`src/include/awer_pkg.sv`:
```
// Package of constants and carrier types for the auxiliary wake event registers.
package awer_pkg;

  // Register indices; the bus byte address is four times the index.
  localparam logic [7:0] IDX_FORCE_CHANGE = 8'hc1;
  localparam logic [7:0] IDX_RATE_SHADOW = 8'hc2;
  localparam logic [7:0] IDX_FIFO1_SHADOW = 8'hc3;
  localparam logic [7:0] IDX_FIFO2_SHADOW = 8'hc4;
  localparam logic [7:0] IDX_MASTER_CTRL = 8'hc5;
  localparam logic [7:0] IDX_MASTER_STAT = 8'hc6;
  localparam logic [7:0] IDX_SRC_STATUS = 8'hc7;
  localparam logic [7:0] IDX_SRC_ENABLE = 8'hc8;
  localparam logic [7:0] IDX_ADDR_QUAL = 8'h24;

  // Bus geometry.
  localparam int ADDR_W = 12;
  localparam int DATA_W = 32;
  localparam int NUM_SRC = 5;

  // Field positions.
  localparam int POS_MASTER_EN = 0;
  localparam int POS_MASTER_FLAG = 0;
  localparam int POS_FORCE_CHANGE = 0;
  localparam int POS_ADDR_QUAL = 6;
  localparam int POS_SRC_INFRARED = 0;
  localparam int POS_SRC_RING_TWO = 1;
  localparam int POS_SRC_RING_ONE = 2;
  localparam int POS_SRC_KEYBOARD = 3;
  localparam int POS_SRC_MOUSE = 4;

  // Reset values.
  localparam logic [7:0] RST_WAKE = 8'h00;
  localparam logic [7:0] RST_SHADOW = 8'h00;
  localparam logic RST_FORCE_CHANGE = 1'b1;
  localparam logic RST_ADDR_QUAL = 1'b0;

  // Bus response codes.
  localparam logic [1:0] RESP_OKAY = 2'h0;
  localparam logic [1:0] RESP_SLVERR = 2'h2;

  // Write of a write-only setting elsewhere in the device, to be shadowed.
  typedef struct packed {
    logic stb;
    logic [7:0] data;
  } awer_shadow_wr_t;

endpackage

```
`src/verilog/awer_top.sv`:
```
// Auxiliary wake event register group with an AXI4-Lite register slave.
`timescale 1ns/1ps
////////////////////////////////////////////////////////////////////////////////
////////////////////////////////////////////////////////////////////////////////
module awer_top #(
  // Zero keeps the write-one-clears enable; one makes a written one set it.
  parameter bit ENABLE_WRITE_SETS = 1'b0
) (
  // Clock and standby-supply power-on reset.
  input wire logic clk,
  input wire logic reset_n,
  // Main-supply, soft or hard reset of the rest of the device.
  input wire logic mainReset,
  // AXI4-Lite slave.
  input wire logic [awer_pkg::ADDR_W-1:0] s_axi_awaddr,
  input wire logic s_axi_awvalid,
  output logic s_axi_awready,
  input wire logic [awer_pkg::DATA_W-1:0] s_axi_wdata,
  input wire logic [3:0] s_axi_wstrb,
  input wire logic s_axi_wvalid,
  output logic s_axi_wready,
  output logic [1:0] s_axi_bresp,
  output logic s_axi_bvalid,
  input wire logic s_axi_bready,
  input wire logic [awer_pkg::ADDR_W-1:0] s_axi_araddr,
  input wire logic s_axi_arvalid,
  output logic s_axi_arready,
  output logic [awer_pkg::DATA_W-1:0] s_axi_rdata,
  output logic [1:0] s_axi_rresp,
  output logic s_axi_rvalid,
  input wire logic s_axi_rready,
  // Wake sources and the open-drain wake request.
  input wire logic [awer_pkg::NUM_SRC-1:0] wakeEvent,
  input wire logic wakeRequestIn_n,
  output logic wakeRequestOut_n,
  output logic wakeRequestOe,
  // Write-only settings seen elsewhere in the device.
  input wire awer_pkg::awer_shadow_wr_t rateWrite,
  input wire awer_pkg::awer_shadow_wr_t fifoOneWrite,
  input wire awer_pkg::awer_shadow_wr_t fifoTwoWrite,
  // Floppy drive signals.
  input wire logic drive_select_zero_n,
  input wire logic head_step_pulse_n,
  input wire logic disk_changed_pin_n,
  output logic disk_changed_flag,
  // Shared request-to-send and address pin.
  input wire logic portTwoRtsCore_n,
  input wire logic rtsPinIn,
  output logic rtsPinOut,
  output logic rtsPinOe,
  output logic address_line_twelve
);

  ////////////////////////////////////////////////////////////////////////////
  // Reset release.
  logic rstMeta_ff;
  logic rstSync_ff;
  always_ff @(posedge clk or negedge reset_n) begin
    if (!reset_n) begin
      rstMeta_ff <= 1'b0;
      rstSync_ff <= 1'b0;
    end else begin
      rstMeta_ff <= 1'b1;
      rstSync_ff <= rstMeta_ff;
    end
  end

  wire rstN = rstSync_ff;

  ////////////////////////////////////////////////////////////////////////////
  // Write channel: address and data are held until both are present.
  logic awHeld_ff;
  logic wHeld_ff;
  logic bValid_ff;
  logic [1:0] bResp_ff;
  logic [awer_pkg::ADDR_W-1:0] awAddr_ff;
  logic [7:0] wData_ff;
  logic wLane_ff;
  wire awTake = s_axi_awvalid & ~awHeld_ff;
  wire wTake = s_axi_wvalid & ~wHeld_ff;
  wire wrFire = awHeld_ff & wHeld_ff & ~bValid_ff;
  wire [7:0] wrIdx = awAddr_ff[9:2];
  wire wrAligned = (awAddr_ff[1:0] == 2'h0) & (awAddr_ff[11:10] == 2'h0);
  wire wrMapped = wrAligned & (((wrIdx >= awer_pkg::IDX_FORCE_CHANGE) &
    (wrIdx <= awer_pkg::IDX_SRC_ENABLE)) | (wrIdx == awer_pkg::IDX_ADDR_QUAL));
  assign s_axi_awready = ~awHeld_ff;
  assign s_axi_wready = ~wHeld_ff;
  assign s_axi_bvalid = bValid_ff;
  assign s_axi_bresp = bResp_ff;

  always_ff @(posedge clk or negedge rstN) begin
    if (!rstN) begin
      awHeld_ff <= 1'b0;
      wHeld_ff <= 1'b0;
      bValid_ff <= 1'b0;
      bResp_ff <= awer_pkg::RESP_OKAY;
      awAddr_ff <= '0;
      wData_ff <= 8'h00;
      wLane_ff <= 1'b0;
    end else begin
      if (awTake) begin
        awHeld_ff <= 1'b1;
        awAddr_ff <= s_axi_awaddr;
      end else if (wrFire) begin
        awHeld_ff <= 1'b0;
      end
      if (wTake) begin
        wHeld_ff <= 1'b1;
        wData_ff <= s_axi_wdata[7:0];
        wLane_ff <= s_axi_wstrb[0];
      end else if (wrFire) begin
        wHeld_ff <= 1'b0;
      end
      if (wrFire) begin
        bValid_ff <= 1'b1;
        bResp_ff <= wrMapped ? awer_pkg::RESP_OKAY : awer_pkg::RESP_SLVERR;
      end else if (s_axi_bready) begin
        bValid_ff <= 1'b0;
      end
    end
  end

  // Decoded write strobes; only byte lane zero carries register bits.
  wire wrHit = wrFire & wrAligned & wLane_ff;
  wire wrForce = wrHit & (wrIdx == awer_pkg::IDX_FORCE_CHANGE);
  wire wrMasterCtrl = wrHit & (wrIdx == awer_pkg::IDX_MASTER_CTRL);
  wire wrMasterStat = wrHit & (wrIdx == awer_pkg::IDX_MASTER_STAT);
  wire wrSrcStatus = wrHit & (wrIdx == awer_pkg::IDX_SRC_STATUS);
  wire wrSrcEnable = wrHit & (wrIdx == awer_pkg::IDX_SRC_ENABLE);
  wire wrAddrQual = wrHit & (wrIdx == awer_pkg::IDX_ADDR_QUAL);

  ////////////////////////////////////////////////////////////////////////////
  // Wake registers, cleared only by the standby power-on reset.
  logic masterEn_ff;
  logic masterFlag_ff;
  logic [awer_pkg::NUM_SRC-1:0] srcStatus_ff;
  logic [awer_pkg::NUM_SRC-1:0] srcEnable_ff;

  wire [awer_pkg::NUM_SRC-1:0] wakeGated = wakeEvent & srcEnable_ff;
  wire anyEnabledWake = |wakeGated;
  wire flagClear = wrMasterStat & wData_ff[awer_pkg::POS_MASTER_FLAG];
  // A new enabled event beats a clear in the same cycle.
  wire nxt_masterFlag = (masterFlag_ff & ~flagClear) | anyEnabledWake;
  wire nxt_masterEn = wrMasterCtrl ? wData_ff[awer_pkg::POS_MASTER_EN] :
    masterEn_ff;

  always_ff @(posedge clk or negedge rstN) begin
    if (!rstN) begin
      masterEn_ff <= awer_pkg::RST_WAKE[0];
      masterFlag_ff <= awer_pkg::RST_WAKE[0];
    end else begin
      masterEn_ff <= nxt_masterEn;
      masterFlag_ff <= nxt_masterFlag;
    end
  end

  genvar gi;
  generate
    for (gi = 0; gi < awer_pkg::NUM_SRC; gi++) begin : gSrc
      wire stClr = wrSrcStatus & wData_ff[gi];
      wire enWr = wrSrcEnable & wData_ff[gi];
      wire nxt_status = (srcStatus_ff[gi] & ~stClr) | wakeEvent[gi];
      wire nxt_enable = enWr ? ENABLE_WRITE_SETS : srcEnable_ff[gi];

      always_ff @(posedge clk or negedge rstN) begin
        if (!rstN) begin
          srcStatus_ff[gi] <= awer_pkg::RST_WAKE[gi];
          srcEnable_ff[gi] <= awer_pkg::RST_WAKE[gi];
        end else begin
          srcStatus_ff[gi] <= nxt_status;
          srcEnable_ff[gi] <= nxt_enable;
        end
      end
    end
  endgenerate

  // Open drain: the pin is only ever pulled low.
  assign wakeRequestOut_n = 1'b0;
  assign wakeRequestOe = masterFlag_ff & masterEn_ff;

  ////////////////////////////////////////////////////////////////////////////
  // Device state; all but diskChanged_ff and addrTwelve_ff follow the main-supply and soft resets.
  logic forceChange_ff;
  logic addrQual_ff;
  logic [7:0] rateShadow_ff;
  logic [7:0] fifoOneShadow_ff;
  logic [7:0] fifoTwoShadow_ff;
  logic diskChanged_ff;
  logic addrTwelve_ff;

  wire driveActivity = ~head_step_pulse_n | ~drive_select_zero_n;
  wire forceSet = wrForce & wData_ff[awer_pkg::POS_FORCE_CHANGE];
  // Software may only set the flag; a set in a busy cycle still lands.
  wire nxt_forceChange = forceSet | (forceChange_ff & ~driveActivity);
  wire nxt_addrQual = wrAddrQual ? wData_ff[awer_pkg::POS_ADDR_QUAL] :
    addrQual_ff;
  wire nxt_diskChanged = (drive_select_zero_n & forceChange_ff) |
    disk_changed_pin_n;

  always_ff @(posedge clk or negedge rstN) begin
    if (!rstN) begin
      forceChange_ff <= awer_pkg::RST_FORCE_CHANGE;
      addrQual_ff <= awer_pkg::RST_ADDR_QUAL;
      rateShadow_ff <= awer_pkg::RST_SHADOW;
      fifoOneShadow_ff <= awer_pkg::RST_SHADOW;
      fifoTwoShadow_ff <= awer_pkg::RST_SHADOW;
    end else if (mainReset) begin
      forceChange_ff <= awer_pkg::RST_FORCE_CHANGE;
      addrQual_ff <= awer_pkg::RST_ADDR_QUAL;
      rateShadow_ff <= awer_pkg::RST_SHADOW;
      fifoOneShadow_ff <= awer_pkg::RST_SHADOW;
      fifoTwoShadow_ff <= awer_pkg::RST_SHADOW;
    end else begin
      forceChange_ff <= nxt_forceChange;
      addrQual_ff <= nxt_addrQual;
      if (rateWrite.stb) begin
        rateShadow_ff <= rateWrite.data;
      end
      if (fifoOneWrite.stb) begin
        fifoOneShadow_ff <= fifoOneWrite.data;
      end
      if (fifoTwoWrite.stb) begin
        fifoTwoShadow_ff <= fifoTwoWrite.data;
      end
    end
  end

  always_ff @(posedge clk or negedge rstN) begin
    if (!rstN) begin
      diskChanged_ff <= 1'b0;
      addrTwelve_ff <= 1'b0;
    end else begin
      diskChanged_ff <= nxt_diskChanged;
      addrTwelve_ff <= addrQual_ff & rtsPinIn;
    end
  end

  assign disk_changed_flag = diskChanged_ff;
  assign address_line_twelve = addrTwelve_ff;
  // With the qualify bit set the pin becomes an address input.
  assign rtsPinOe = ~addrQual_ff;
  assign rtsPinOut = portTwoRtsCore_n;

  ////////////////////////////////////////////////////////////////////////////
  // Read channel.
  logic rValid_ff;
  logic [7:0] rData_ff;
  logic [1:0] rResp_ff;

  wire arTake = s_axi_arvalid & ~rValid_ff;
  wire [7:0] rdIdx = s_axi_araddr[9:2];
  wire rdAligned = (s_axi_araddr[1:0] == 2'h0) &
    (s_axi_araddr[11:10] == 2'h0);
  wire rdForce = rdIdx == awer_pkg::IDX_FORCE_CHANGE;
  wire rdRate = rdIdx == awer_pkg::IDX_RATE_SHADOW;
  wire rdFifoOne = rdIdx == awer_pkg::IDX_FIFO1_SHADOW;
  wire rdFifoTwo = rdIdx == awer_pkg::IDX_FIFO2_SHADOW;
  wire rdMasterCtrl = rdIdx == awer_pkg::IDX_MASTER_CTRL;
  wire rdMasterStat = rdIdx == awer_pkg::IDX_MASTER_STAT;
  wire rdSrcStatus = rdIdx == awer_pkg::IDX_SRC_STATUS;
  wire rdSrcEnable = rdIdx == awer_pkg::IDX_SRC_ENABLE;
  wire rdAddrQual = rdIdx == awer_pkg::IDX_ADDR_QUAL;
  wire rdMapped = rdAligned & (rdForce | rdRate | rdFifoOne | rdFifoTwo |
    rdMasterCtrl | rdMasterStat | rdSrcStatus | rdSrcEnable | rdAddrQual);
  // Reserved bits read as zero.
  wire [7:0] rdMux =
    rdForce ? {7'h00, forceChange_ff} :
    rdRate ? {rateShadow_ff[7:6], 1'b0, rateShadow_ff[4:0]} :
    rdFifoOne ? {fifoOneShadow_ff[7:6], 2'h0, fifoOneShadow_ff[3:0]} :
    rdFifoTwo ? {fifoTwoShadow_ff[7:6], 2'h0, fifoTwoShadow_ff[3:0]} :
    rdMasterCtrl ? {7'h00, masterEn_ff} :
    rdMasterStat ? {7'h00, masterFlag_ff} :
    rdSrcStatus ? {3'h0, srcStatus_ff} :
    rdSrcEnable ? {3'h0, srcEnable_ff} :
    rdAddrQual ? {1'b0, addrQual_ff, 6'h00} : 8'h00;

  assign s_axi_arready = ~rValid_ff;
  assign s_axi_rvalid = rValid_ff;
  assign s_axi_rdata = {24'h000000, rData_ff};
  assign s_axi_rresp = rResp_ff;

  always_ff @(posedge clk or negedge rstN) begin
    if (!rstN) begin
      rValid_ff <= 1'b0;
      rData_ff <= 8'h00;
      rResp_ff <= awer_pkg::RESP_OKAY;
    end else if (arTake) begin
      rValid_ff <= 1'b1;
      rData_ff <= rdAligned ? rdMux : 8'h00;
      rResp_ff <= rdMapped ? awer_pkg::RESP_OKAY : awer_pkg::RESP_SLVERR;
    end else if (s_axi_rready) begin
      rValid_ff <= 1'b0;
    end
  end
endmodule

```
`config.mk`:
```
export PLATFORM = sky130hd
export DESIGN_NAME = awer_top
export DESIGN_NICKNAME = d
export VERILOG_FILES = /design/src/include/awer_pkg.sv /design/src/verilog/awer_top.sv
export SDC_FILE = /design/constraint.sdc
export NUM_CORES = 1
export LEC_CHECK = 0
export BUFFER_PORTS_ARGS = -buffer_cell sky130_fd_sc_hd__buf_2
export CAP_MARGIN = 20
export CORE_ASPECT_RATIO = 1.4
export CORE_MARGIN = 4
export CORE_UTILIZATION = 36
export DETAILED_ROUTE_END_ITERATION = 8
export PLACE_DENSITY = 0.67
export SLEW_MARGIN = 20
export SYNTH_ARGS = -nofsm -noshare
export SYNTH_HDL_FRONTEND = slang
export SYNTH_SLANG_ARGS = --single-unit
```
`constraint.sdc`:
```
create_clock -name clk -period 3.34 [get_ports clk]
set_input_delay 0.668 -clock clk [delete_from_list [all_inputs] [get_ports clk]]
set_output_delay 0.668 -clock clk [all_outputs]
set_load 0.03 [all_outputs]
```
# ---- After elaboration in Yosys (flattened, before gate mapping)
# Index checks and enable logic that the tools add are counted.
dict set report totals {
  ff_bits 73
  latch_bits 0
  ramBits 0
  rom_bits 0
  inputBits 106
  wordCells 147
  memories 0
}
dict set report op_classes {
  add_sub_neg 0
  multipliers 0
  div 0
  magnitude_cmp 2
  n_eq_ne 14
  n_shift 0
  muxes 28
  bitwise_logic 65
  reduce_logical 12
}
# operator n
set ops {}
lappend ops {{8-bit == test, second input constant} 12}
lappend ops {{8-bit 2-to-1 mux} 11}
lappend ops {{7-bit 2-to-1 mux} 5}
lappend ops {{1-bit bitwise AND} 34}
lappend ops {{1-bit OR} 17}
lappend ops {{8-bit by 6-bit == test with 1-bit output, second input constant} 2}
lappend ops {{2-bit nonzero test} 8}
lappend ops {{1-bit inverter} 14}
lappend ops {{1-bit 2-to-1 mux} 10}
lappend ops {{8-bit >= comparator, second input constant} 1}
lappend ops {{8-bit <= comparator, second input constant} 1}
lappend ops {{2-bit logical NOT} 4}
lappend ops {{2-bit 2-to-1 mux} 2}

# ---- Logic depth before layout (Yosys ltp)
# Gate-level depths: netlist of the first run.
dict set report depth {
  depth_word 11
  ltp_mapped 6
}

# ---- Least setup slack after synthesis of the first run
# OpenSTA, ideal clock, no wires.
dict set report synth_timing {
  path_type {input port to flip-flop}
  startpoint {input s_axi_araddr[7] (netlist name)}
  endpoint {register rData_ff[6]}
  setup_ps 122
  arrival_ps 1789
  required_time_ps 3218
  slack_ps 1430
  cell_stages 4
  path_buffers 0
  path_cell_list {nand4bb_4 > or3_4 > a311o_1 > a32o_1}
}
dict set report synth_between {
  elab_chain_len 11
  elab_cells_between_ends 19
  cone_classes {eq/ne: 9; mux: 10}
}
# element line_no
set synth_lines {}
lappend synth_lines {{start, declared} awer_top.sv:25} ;# input wire logic [awer_pkg::ADDR_W-1:0] s_axi_araddr,
lappend synth_lines {{8-bit by 6-bit == test with 1-bit output} awer_top.sv:262} ;# wire rdAddrQual = rdIdx == awer_pkg::IDX_ADDR_QUAL;
lappend synth_lines {{7-bit 2-to-1 mux} awer_top.sv:275} ;# rdAddrQual ? {1'b0, addrQual_ff, 6'h00} : 8'h00;
lappend synth_lines {{7-bit 2-to-1 mux} awer_top.sv:274} ;# rdSrcEnable ? {3'h0, srcEnable_ff} :
lappend synth_lines {{7-bit 2-to-1 mux} awer_top.sv:273} ;# rdSrcStatus ? {3'h0, srcStatus_ff} :
lappend synth_lines {{7-bit 2-to-1 mux} awer_top.sv:272} ;# rdMasterStat ? {7'h00, masterFlag_ff} :
lappend synth_lines {{7-bit 2-to-1 mux} awer_top.sv:271} ;# rdMasterCtrl ? {7'h00, masterEn_ff} :
lappend synth_lines {{8-bit 2-to-1 mux} awer_top.sv:270} ;# rdFifoTwo ? {fifoTwoShadow_ff[7:6], 2'h0, fifoTwoShadow_ff[3:0]} :
lappend synth_lines {{8-bit 2-to-1 mux} awer_top.sv:269} ;# rdFifoOne ? {fifoOneShadow_ff[7:6], 2'h0, fifoOneShadow_ff[3:0]} :
lappend synth_lines {{8-bit 2-to-1 mux} awer_top.sv:268} ;# rdRate ? {rateShadow_ff[7:6], 1'b0, rateShadow_ff[4:0]} :
lappend synth_lines {{8-bit 2-to-1 mux (*)} awer_top.sv:267} ;# rdForce ? {7'h00, forceChange_ff} :
lappend synth_lines {{8-bit 2-to-1 mux (*)} awer_top.sv:289} ;# rData_ff <= rdAligned ? rdMux : 8'h00;
lappend synth_lines {{end signal, assigned} awer_top.sv:289}
lappend synth_lines {{end, declared} awer_top.sv:247} ;# logic [7:0] rData_ff;
# Mark *: on every way between the ends. The rest lies on a longest branch, timed or not.
# A chain may end at the register's enable or synchronous reset.

# ---- Worst setup path after layout of the first run
dict set report layout_timing {
  startpoint {input s_axi_araddr[2] (netlist name)}
  endpoint {register rResp_ff[1], in the netlist s_axi_rresp[1]}
}
dict set report layout_between {
  elab_chain_len 11
  elab_cells_between_ends 19
  cone_classes {eq/ne: 9; mux: 1; bitwise: 9}
}
# element line_no
set layout_lines {}
lappend layout_lines {{8-bit == test, on equally long branches} {awer_top.sv:254, awer_top.sv:255}}
lappend layout_lines {{1-bit OR (4 in a row)} awer_top.sv:263} ;# wire rdMapped = rdAligned & (rdForce | rdRate | rdFifoOne | rdFifoTwo |
lappend layout_lines {{1-bit OR (3 in a row)} awer_top.sv:264} ;# rdMasterCtrl | rdMasterStat | rdSrcStatus | rdSrcEnable | rdAddrQual);
lappend layout_lines {{1-bit OR (*)} awer_top.sv:264}
lappend layout_lines {{1-bit bitwise AND (*)} awer_top.sv:263}
lappend layout_lines {{2-bit 2-to-1 mux (*)} awer_top.sv:290} ;# rResp_ff <= rdMapped ? awer_pkg::RESP_OKAY : awer_pkg::RESP_SLVERR;
lappend layout_lines {{end signal, assigned} awer_top.sv:286} ;# rResp_ff <= awer_pkg::RESP_OKAY;
lappend layout_lines {{end signal, assigned} awer_top.sv:290}
lappend layout_lines {{end, declared} awer_top.sv:248} ;# logic [1:0] rResp_ff;
# Marks and branches as above.

==> impl_metrics.json, run 1 <==
{
  "clkSinkCount": 64,
  "report.final.slew_viol_count": 0,
  "slew_headroom_pct": 35.5,
  "tightest_slew_ps": 966,
  "synth_area_leader_cell": "dfrtp_1",
  "ant_nets": 0,
  "reg2reg_from": "awHeld_ff",
  "grt_pass1_wl_microns": 11400,
  "synth_top_area_share_pct": 49.5,
  "setup_tns_ps": 0,
  "dr.pass1.iters": 4,
  "arrival_ps": 2020,
  "swShare_pct": 29.2,
  "cts-root-buf": "clkbuf_16",
  "vias": 2449,
  "syn_inst": 310,
  "clk_pin_slew_ps": 50,
  "finClkSkew_ps": 7.87,
  "rrSetupSlack_ps": 1640,
  "finalHoldViolCount": 0,
  "ioPinCount": 153,
  "die-height_microns": 119,
  "cts_buffers": 9,
  "internal_power_mw": 1.73,
  "utilization_pct": 44.9,
  "antenna_found_initial": 0,
  "ys_types": 44,
  "power.switching_uw": 713,
  "drc_errors": 0,
  "rows": 40,
  "initial_core_util_pct": 37.0,
  "rsz0062_at_grt": "no",
  "async_flop_share_pct": 100,
  "layout_common_cells": "buf_2 (87), dfrtp_1 (62), nor2_1 (40)",
  "power.leakage_nw": 1.89,
  "post-dp-hpwl_microns": 5690,
  "synth_ff_type": "dfrtp_1",
  "core_region_area_sq_um": 8610,
  "h-tree-depth": 3,
  "path_class": "input pin to flip-flop",
  "r2r_end": "awAddr_ff[3]",
  "areaGrowthSynthToFinish_pct": 21.4,
  "dieArea_sq_um": 10400,
  "fin_crit_ps": 1800,
  "worstPathRequired_ps": 3560,
  "syn_area_per_cell_sq_um": 10.3,
  "period_share_pct": 53.9,
  "seqPwrFrac_pct": 43.1,
  "crit_start": "s_axi_araddr[2]",
  "drive_gt1_share_pct": 32.5,
  "place.port_buffers": 87,
  "diodes": 0,
  "routed_wl_microns": 7230,
  "die_x_microns": 87.5,
  "grt_overflow_total": 0,
  "hp-class": "input pin to async pin",
  "yosys_register_bits": 64,
  "yosysWarningCount": 0,
  "hold_buffers": 0,
  "synth_edf_count": 0,
  "grt_pass1_vias": 2337,
  "post-cts-setup-buffers": 0,
  "ys_seq_area_share_pct": 50.4,
  "end_kind": "flip-flop",
  "status": "completed",
  "endpoint": "s_axi_rresp[1]",
  "clk_latency_ps": 330,
  "nets": 498,
  "cts_tree": "yes",
  "drv_cap": 0,
  "vdd_drop_max_uv": 399,
  "grt_max_degree": 40,
  "critPathMaxFanout": 23,
  "worstRegToRegCells": 2,
  "grt_usage_pct": 14.6,
  "synth_area_sq_um": 3180,
  "start_kind": "input pin",
  "comb_power_share_pct": 20.5,
  "setup_violations": 0,
  "cts.repair.resized": 0,
  "wire_per_inst_microns": 14.4,
  "final_common_cell": "buf_2",
  "cts_buffer_depth": 2,
  "drtIter0Drc": 108,
  "vias_per_cell": 4.88,
  "max_freq_ghz": 0.555,
  "p_clk_share_pct": 36.4,
  "powerDensity_nw_per_um2": 633,
  "gp_congestion": 0.794,
  "synth_area_leaders": "dfrtp_1 (50%), buf_4 (6.8%), mux2_2 (6.7%)"
}
## metal layers
layer / share of wire (%) / vias up / GRT usage, %
met2: 51 / 106 / 24.8
met3: 8.7 / 10 / 4.29
met5: 0 / - / 0
met1: 38 / 1158 / 16.1
met4: 2.2 / 0 / 7.49
li1: - / 1175 / -
## synth_stat cells, types with 2 or more instances
master / instances
nor2_1: 40
a22oi_1: 5
a21oi_1: 11
inv_1: 14
and3_1: 5
mux2i_1: 20
o21ai_0: 8
buf_4: 29
nor3b_1: 2
a311oi_1: 3
a21o_1: 3
conb_1: 2
dfrtp_1: 63
nand2_1: 24
a31oi_1: 5
mux2_2: 19
nor2b_1: 7
nor4_1: 2
nand4_1: 3
nand3_1: 4
and2_1: 3
buf_2: 4
nor4b_1: 2
buf_1: 2
o31ai_1: 3
clkbuf_1: 9
## registers in the layout, summed over array words and instances, names as in the netlist, 5 cells and up
name,count
awAddr_ff,12
rData_ff,7
rateShadow_ff,7
fifoOneShadow_ff,6
fifoTwoShadow_ff,6
wData_ff,6
srcStatus_ff,5
## worst max-delay path, stage by stage
cell and delay (ps):
buf_2 220, nor2_1 250, or4b_2 610, a31oi_1 200, nor2_1 60
## layout make-up
class | instances | area, sq um
Sequential cell | 64 | 1600
Timing Repair Buffer | 88 | 443
Tap cell | 105 | 131
Inverter | 14 | 52.6
Clock buffer | 12 | 236
Clock inverter | 4 | 45.0
Multi-Input combinational cell | 215 | 1350
Fill cell | 862 | 4750
## stage by stage
| stage | std cells | setup WS (ps) | power [mW] | instance area, sq um | hold WS (ps) |
|---|---|---|---|---|---|
| 2_1_floorplan | 337 | 1430 | 1.45 | 3280 | 331 |
| 3_3_place_gp | 486 | 1230 | 1.55 | 3580 | 339 |
| 3_5_place_dp | 486 | 1200 | 1.58 | 3580 | 340 |
| 4_1_cts | 502 | 1550 | 2.48 | 3860 | 99.1 |
| 5_1_grt | 502 | 1440 | 2.59 | 3860 | 105 |
| 6_report | 502 | 1540 | 2.44 | 3860 | 115 |
## cells by family after synthesis
group,Yosys count,share of synthesized area [%]
buffers and inverters,58,10.4
other,2,0.236
DFF,64,50.4
AOI/OAI and AO/OA,45,9.40
and+or+nand+nor,102,16.6
muxes,39,13.0
## how the worst min path moves through the flow
stage / slack [ps] / endpoint / from / cells after the start
final: 110 / rstMeta_ff / reset_n / 1
after floorplan: 330 / rstN / rstMeta_ff / 0
after detailed placement: 340 / rstN / rstMeta_ff / 0
after global placement: 340 / rstN / rstMeta_ff / 0
after global routing: 100 / rstN / reset_n / 1
after CTS: 100 / rstMeta_ff / reset_n / 1
## power groups by stage
stage	logic, mW	registers [mW]	clock network, mW
floorplan	0.401	1.05	0
global placement	0.494	1.06	0
detailed placement	0.509	1.07	0
CTS	0.510	1.06	0.919
global route	0.561	1.08	0.950
finish	0.501	1.05	0.890
(Power assumes the default switching activity.)
==> run 2: changes to the inputs <==
--- a/config.mk
+++ b/config.mk
@@ -5,6 +5,7 @@
 export SDC_FILE = /design/constraint.sdc
 export NUM_CORES = 1
 export LEC_CHECK = 0
+export ABC_AREA = 1
 export BUFFER_PORTS_ARGS = -buffer_cell sky130_fd_sc_hd__buf_2
 export CAP_MARGIN = 20
 export CORE_ASPECT_RATIO = 1.4
==> constraint.sdc (replaced) <==
create_clock -name clk -period 1.8 [get_ports clk]
set_input_delay 0.36 -clock clk [delete_from_list [all_inputs] [get_ports clk]]
set_output_delay 0.36 -clock clk [all_outputs]
set_load 0.03 [all_outputs]
==> run 2 against run 1 <==
Compared with the run above:
- synthesized cell count rose by 24%
- critical path type is now flip-flop to flip-flop
- largest cell class unchanged
- sequential share of layout area is 1.6 points lower
- first-iteration DRC count is 27% higher
- sequential power rose by 78%
- global-route usage increased by 0.26 points
- worst setup slack lost 1200 ps
- cell count increased by 17%
- clock-buffer cell count unchanged
- wire length is 1.2% higher
- total power grew 84%
==> impl_metrics.json, run 2 <==
{
  "wire_per_inst_microns": 12.5,
  "dr.pass1.iters": 4,
  "dieArea_sq_um": 10700,
  "utilization_pct": 46.1,
  "place.port_buffers": 87,
  "synth_area_leaders": "dfrtp_1 (48%), nand2_1 (7.7%), buf_4 (6.7%)",
  "synth_area_leader_cell": "dfrtp_1",
  "h-tree-depth": 3,
  "report.final.slew_viol_count": 0,
  "synth_edf_count": 0,
  "die_x_microns": 88.4,
  "diodes": 0,
  "routed_wl_microns": 7310,
  "r2r_end": "srcStatus_ff[2]",
  "syn_inst": 383,
  "power.leakage_nw": 2.11,
  "grt_pass1_wl_microns": 12200,
  "end_kind": "flip-flop",
  "fin_crit_ps": 1490,
  "finClkSkew_ps": 4.20,
  "cts_tree": "yes",
  "vias": 2653,
  "ioPinCount": 153,
  "syn_area_per_cell_sq_um": 8.50,
  "ant_nets": 0,
  "largest_register": "awAddr_ff",
  "grt_pass1_vias": 2712,
  "arrival_ps": 1700,
  "yosys-top-cells-count": "nand2_1 (67), dfrtp_1 (63), inv_1 (51), buf_4 (29), nand3_1 (29)",
  "reg2reg_from": "s_axi_bvalid",
  "endpoint": "srcStatus_ff[2]",
  "drtIter0Drc": 137,
  "placedCellCount": 570,
  "clk_latency_ps": 320,
  "vdd_drop_max_uv": 941,
  "drive_gt1_share_pct": 31.7,
  "grt_overflow_total": 0,
  "yosysMostFrequentCell": "nand2_1",
  "grt_max_degree": 63,
  "nets": 583,
  "cts.repair.resized": 0,
  "setup_violations": 0,
  "async_flop_share_pct": 100,
  "synth_ff_type": "dfrtp_1",
  "powerDensity_nw_per_um2": 1120,
  "worstPathRequired_ps": 2010,
  "drc_errors": 0,
  "ys_types": 34,
  "setup_tns_ps": 0,
  "layout.cells.non_filler": 587,
  "critPathMaxStageDelay_ps": 370,
  "hp-class": "input pin to flip-flop",
  "finalHoldViolCount": 0,
  "die-height_microns": 121,
  "start_kind": "flip-flop",
  "cts-root-buf": "clkbuf_16",
  "yosysWarningCount": 0,
  "crit_start": "s_axi_bvalid",
  "status": "completed",
  "rrSetupSlack_ps": 310,
  "synth_top_area_share_pct": 48.4,
  "yosys_register_bits": 64,
  "rows": 40,
  "vias_per_cell": 4.52,
  "clk_pin_slew_ps": 50,
  "crit_chain": "inv_1 -> nand3_1 -> nor2_1 -> nand2_1 -> inv_2 -> nand3_2 -> o21ai_1 -> nand2_1",
  "post-dp-hpwl_microns": 5760,
  "synth_area_sq_um": 3260,
  "cts_buffers": 9,
  "grt_usage_pct": 14.9,
  "initial_core_util_pct": 37.4,
  "cts_buffer_depth": 2,
  "cp_common_cell": "nand2_1",
  "cp_slowest_cell": "dfrtp_1",
  "largest_reg_flops": 12,
  "period_share_pct": 82.8,
  "gp_congestion": 0.736,
  "critPathMaxFanout": 5,
  "areaGrowthSynthToFinish_pct": 23.3,
  "rsz0062_at_grt": "no",
  "path_class": "flip-flop to flip-flop",
  "worstRegToRegCells": 8,
  "drv_cap": 0,
  "reg_top3": "awAddr_ff (12), rData_ff (7), rateShadow_ff (7)",
  "layout_common_cells": "buf_2 (87), nand2_1 (67), dfrtp_1 (62)",
  "core_region_area_sq_um": 8710,
  "clkSinkCount": 64,
  "ys_seq_area_share_pct": 49.2,
  "max_freq_ghz": 0.671,
  "final_common_cell": "buf_2",
  "antenna_found_initial": 1
}
## run 2: cells by family after synthesis
kind of cell / count (synthesis) / share of synthesized area, %
flops: 64 / 49.2
mux: 9 / 3.11
compound gates: 56 / 9.19
buf+inv: 95 / 14.7
other cells: 2 / 0.231
simple gates: 157 / 23.6
## run 2: per-layer routing
metal  track usage [%]  share of wire, %  vias up
met5                 0              0.16        -
met4              5.95               2.8        2
met3              5.45               8.4       19
met2              25.5                52      100
met1              16.3                36     1191
li1                  -                 -     1341
## run 2: final cells by class
cell class / count / area (sq um)
Clock buffer: 12 / 267
Clock inverter: 4 / 27.5
Fill cell: 886 / 4690
Inverter: 60 / 228
Multi-Input combinational cell: 251 / 1280
Sequential cell: 64 / 1600
Tap cell: 105 / 131
Timing Repair Buffer: 91 / 480
## run 2: worst max-delay path, delay by kind of cell (launching register included)
| family | cells | cell delay, ps |
|---|---|---|
| compound gates | 1 | 170 |
| simple gates | 5 | 660 |
| flops | 1 | 370 |
| buf+inv | 2 | 160 |
## run 2: worst min-delay path by stage
| stage | end | start | depth (start not counted) | slack (ps) |
|---|---|---|---|---|
| after global placement | rstMeta_ff | reset_n | 1 | 150 |
| after CTS | disk_changed_flag | disk_changed_pin_n | 2 | 200 |
| after floorplan | rstMeta_ff | reset_n | 0 | 60 |
| final | disk_changed_flag | disk_changed_pin_n | 2 | 210 |
| after global routing | srcStatus_ff[2] | wakeEvent[2] | 3 | 220 |
| after detailed placement | rstMeta_ff | reset_n | 1 | 150 |
## run 2: through the flow
step,instance area (sq um),hold slack [ps],power (mW),worst slack (ps)
final,4010,214,4.48,310
after global routing,4010,218,4.78,150
after CTS,4010,201,4.54,302
after detailed placement,3710,149,2.86,373
after global placement,3710,147,2.82,417
after floorplan,3360,64.4,2.63,402
## run 2: report_power, final
part | total [mW] | switching (mW) | internal, mW | leakage [nW]
Clock | 1.65 | 0.614 | 1.04 | 0.137
Combinational | 0.964 | 0.618 | 0.346 | 1.21
Sequential | 1.87 | 0.147 | 1.72 | 0.773
## run 2: repair_timing
item                                    4_1_cts  5_1_grt
endpoints found under the hold margin         2        0
hold buffers                                  1        0
buffers inserted                              0        0
endpoints found under the setup margin        0        0
==> run 3: changes to the inputs <==
--- a/config.mk
+++ b/config.mk
@@ -5,14 +5,14 @@
 export SDC_FILE = /design/constraint.sdc
 export NUM_CORES = 1
 export LEC_CHECK = 0
-export ABC_AREA = 1
+export ABC_AREA = 0
 export BUFFER_PORTS_ARGS = -buffer_cell sky130_fd_sc_hd__buf_2
 export CAP_MARGIN = 20
 export CORE_ASPECT_RATIO = 1.4
 export CORE_MARGIN = 4
 export CORE_UTILIZATION = 36
 export DETAILED_ROUTE_END_ITERATION = 8
-export PLACE_DENSITY = 0.67
+export PLACE_DENSITY = 0.69
 export SLEW_MARGIN = 20
 export SYNTH_ARGS = -nofsm -noshare
 export SYNTH_HDL_FRONTEND = slang
==> constraint.sdc (replaced) <==
create_clock -name clk -period 1.3 [get_ports clk]
set_input_delay 0.26 -clock clk [delete_from_list [all_inputs] [get_ports clk]]
set_output_delay 0.26 -clock clk [all_outputs]
set_load 0.03 [all_outputs]
==> run 3 against run 2 <==
Compared with the run above:
- the flow now finishes with violations (setup timing)
- register-to-register slack worse by 460 ps
- core utilization up 4.4 points
- critical path depth down 3
- hold slack worse by 90 ps
- highest routed layer is now met4
- maximum frequency grew 3.0%
- clock skew is 4.6 ps higher
==> impl_metrics.json, run 3 (synthesis results as in run 1) <==
{
  "internal_power_mw": 4.93,
  "met3_usage_pct": 4.98,
  "die_x_microns": 87.5,
  "end_kind": "flip-flop",
  "r2r_end": "masterEn_ff",
  "finClkSkew_ps": 8.80,
  "clk_latency_ps": 320,
  "clkSinkCount": 64,
  "report.final.slew_viol_count": 0,
  "cts_buffer_depth": 2,
  "hp-class": "input pin to flip-flop",
  "hold_path_end": "disk_changed_flag",
  "core_region_area_sq_um": 8610,
  "comb_power_share_pct": 24.8,
  "gp_congestion": 0.862,
  "period_share_pct": 111,
  "cts_tree": "yes",
  "dieArea_sq_um": 10400,
  "worstPathRequired_ps": 1510,
  "utilization_pct": 50.5,
  "rsz0062_at_grt": "yes",
  "grt_pass1_wl_microns": 12000,
  "cp_top_family": "simple AND/OR/NAND/NOR gates",
  "grtUsageMet1_pct": 17.1,
  "fin_total_pwr_mw": 6.88,
  "layout.cells.non_filler": 537,
  "post-dp-hpwl_microns": 5720,
  "top_usage_layer": "met2",
  "ioPinCount": 153,
  "clk_pin_slew_ps": 50,
  "crit_cells": 5,
  "largest_reg_flops": 12,
  "antenna_found_initial": 0,
  "layout_common_cells": "buf_2 (82), dfrtp_1 (60), nor2_1 (40)",
  "power.leakage_nw": 2.15,
  "place.port_buffers": 87,
  "setup_ws_ps": -147,
  "drc_errors": 0,
  "vdd_drop_max_uv": 1500,
  "swShare_pct": 28.3,
  "dr.pass1.iters": 5,
  "p_clk_share_pct": 36.2,
  "crit_chain": "and4bb_2 -> buf_6 -> and2_4 -> nand3_2 -> mux2_2",
  "cp_slowest_cell": "dfrtp_1",
  "cts-root-buf": "clkbuf_16",
  "drtIter0Drc": 74,
  "drv_cap": 0,
  "setup_tns_ps": -1020,
  "wire_per_inst_microns": 13.9,
  "vias_per_cell": 4.74,
  "max_freq_ghz": 0.691,
  "nets": 532,
  "critPathMaxStageDelay_ps": 390,
  "vias": 2546,
  "post-place-ws_ps": -331,
  "final_common_cell": "buf_2",
  "hold_depth": 2,
  "rrSetupSlack_ps": -150,
  "cts_buffers": 9,
  "ant_nets": 0,
  "reg2reg_from": "awAddr_ff[6]",
  "reg_top3": "awAddr_ff (12), rData_ff (7), rateShadow_ff (7)",
  "grt_max_degree": 63,
  "hold_ws_ps": 123,
  "setup_violations": 10,
  "grt_pass1_vias": 2542,
  "critPathMaxFanout": 3,
  "h-tree-depth": 3,
  "drive_gt1_share_pct": 43.6,
  "power.switching_mw": 1.95,
  "hp-start": "disk_changed_pin_n",
  "post_dp_cell_area_sq_um": 3810,
  "start_kind": "flip-flop",
  "grt_use_met2_pct": 24.8,
  "grt_usage_pct": 15.0,
  "powerDensity_nw_per_um2": 1580,
  "status": "finished with violations",
  "final_area_sq_um": 4350,
  "die-height_microns": 119,
  "grt_overflow_total": 0,
  "rows": 40,
  "path_buf_inv": 1,
  "violations": "setup timing",
  "worstRegToRegCells": 5,
  "areaGrowthSynthToFinish_pct": 36.6,
  "path_class": "flip-flop to flip-flop",
  "fin_crit_ps": 1450,
  "finalHoldViolCount": 0,
  "seqPwrFrac_pct": 38.9,
  "routed_wl_microns": 7490,
  "initial_core_util_pct": 37.0,
  "largest_register": "awAddr_ff",
  "placedCellCount": 513,
  "arrival_ps": 1650
}
[run 3: worst max path at each step]
stage / slack [ps] / end / startpoint
finish: -150 / masterEn_ff / awAddr_ff[6]
CTS: -150 / s_axi_bresp[1] / awAddr_ff[6]
global placement: -320 / masterFlag_ff / awAddr_ff[1]
floorplan: -180 / masterFlag_ff / s_axi_bvalid
detailed placement: -330 / masterFlag_ff / awAddr_ff[1]
global route: -200 / s_axi_bresp[1] / awAddr_ff[6]
[run 3: layout make-up]
cell class	instances	area, sq um
fill	837	4260
tap	105	131
multi-input combinational	215	1480
timing repair buffer	122	752
antenna	1	2.50
sequential	64	1610
clock buffer	14	284
clock inverter	2	35.0
inverter	14	55.1
[run 3: worst reg2reg max path, stage by stage, from the launching register on]
cell      delay (ps)
dfrtp_1          390
and4bb_2         350
buf_6            110
and2_4           140
nand3_2           70
mux2_2           270
[run 3: power groups by stage]
stage                     combinational (mW)  sequential [mW]  clock, mW
after detailed placement                1.57             2.69          0
after CTS                               1.67             2.68       2.56
after global routing                    1.88             2.73       2.66
final                                   1.71             2.68       2.49
after floorplan                         1.05             2.70          0
after global placement                  1.53             2.66          0
[run 3: routing by layer]
metal / share of wire (%) / wire [microns] / vias to the layer above
li1: - / - / 1242
met3: 8.8 / 656 / 16
met5: 0 / 0 / -
met4: 2.5 / 187 / 0
met2: 51 / 3860 / 94
met1: 37 / 2790 / 1194
[run 3: what timing repair did]
item	in CTS	in global routing
hold endpoints to repair	2	0
buffers inserted	6	1
hold buffers	1	0
pin swaps	8	6
gates resized for setup	24	18
endpoints found under the setup margin	16	23
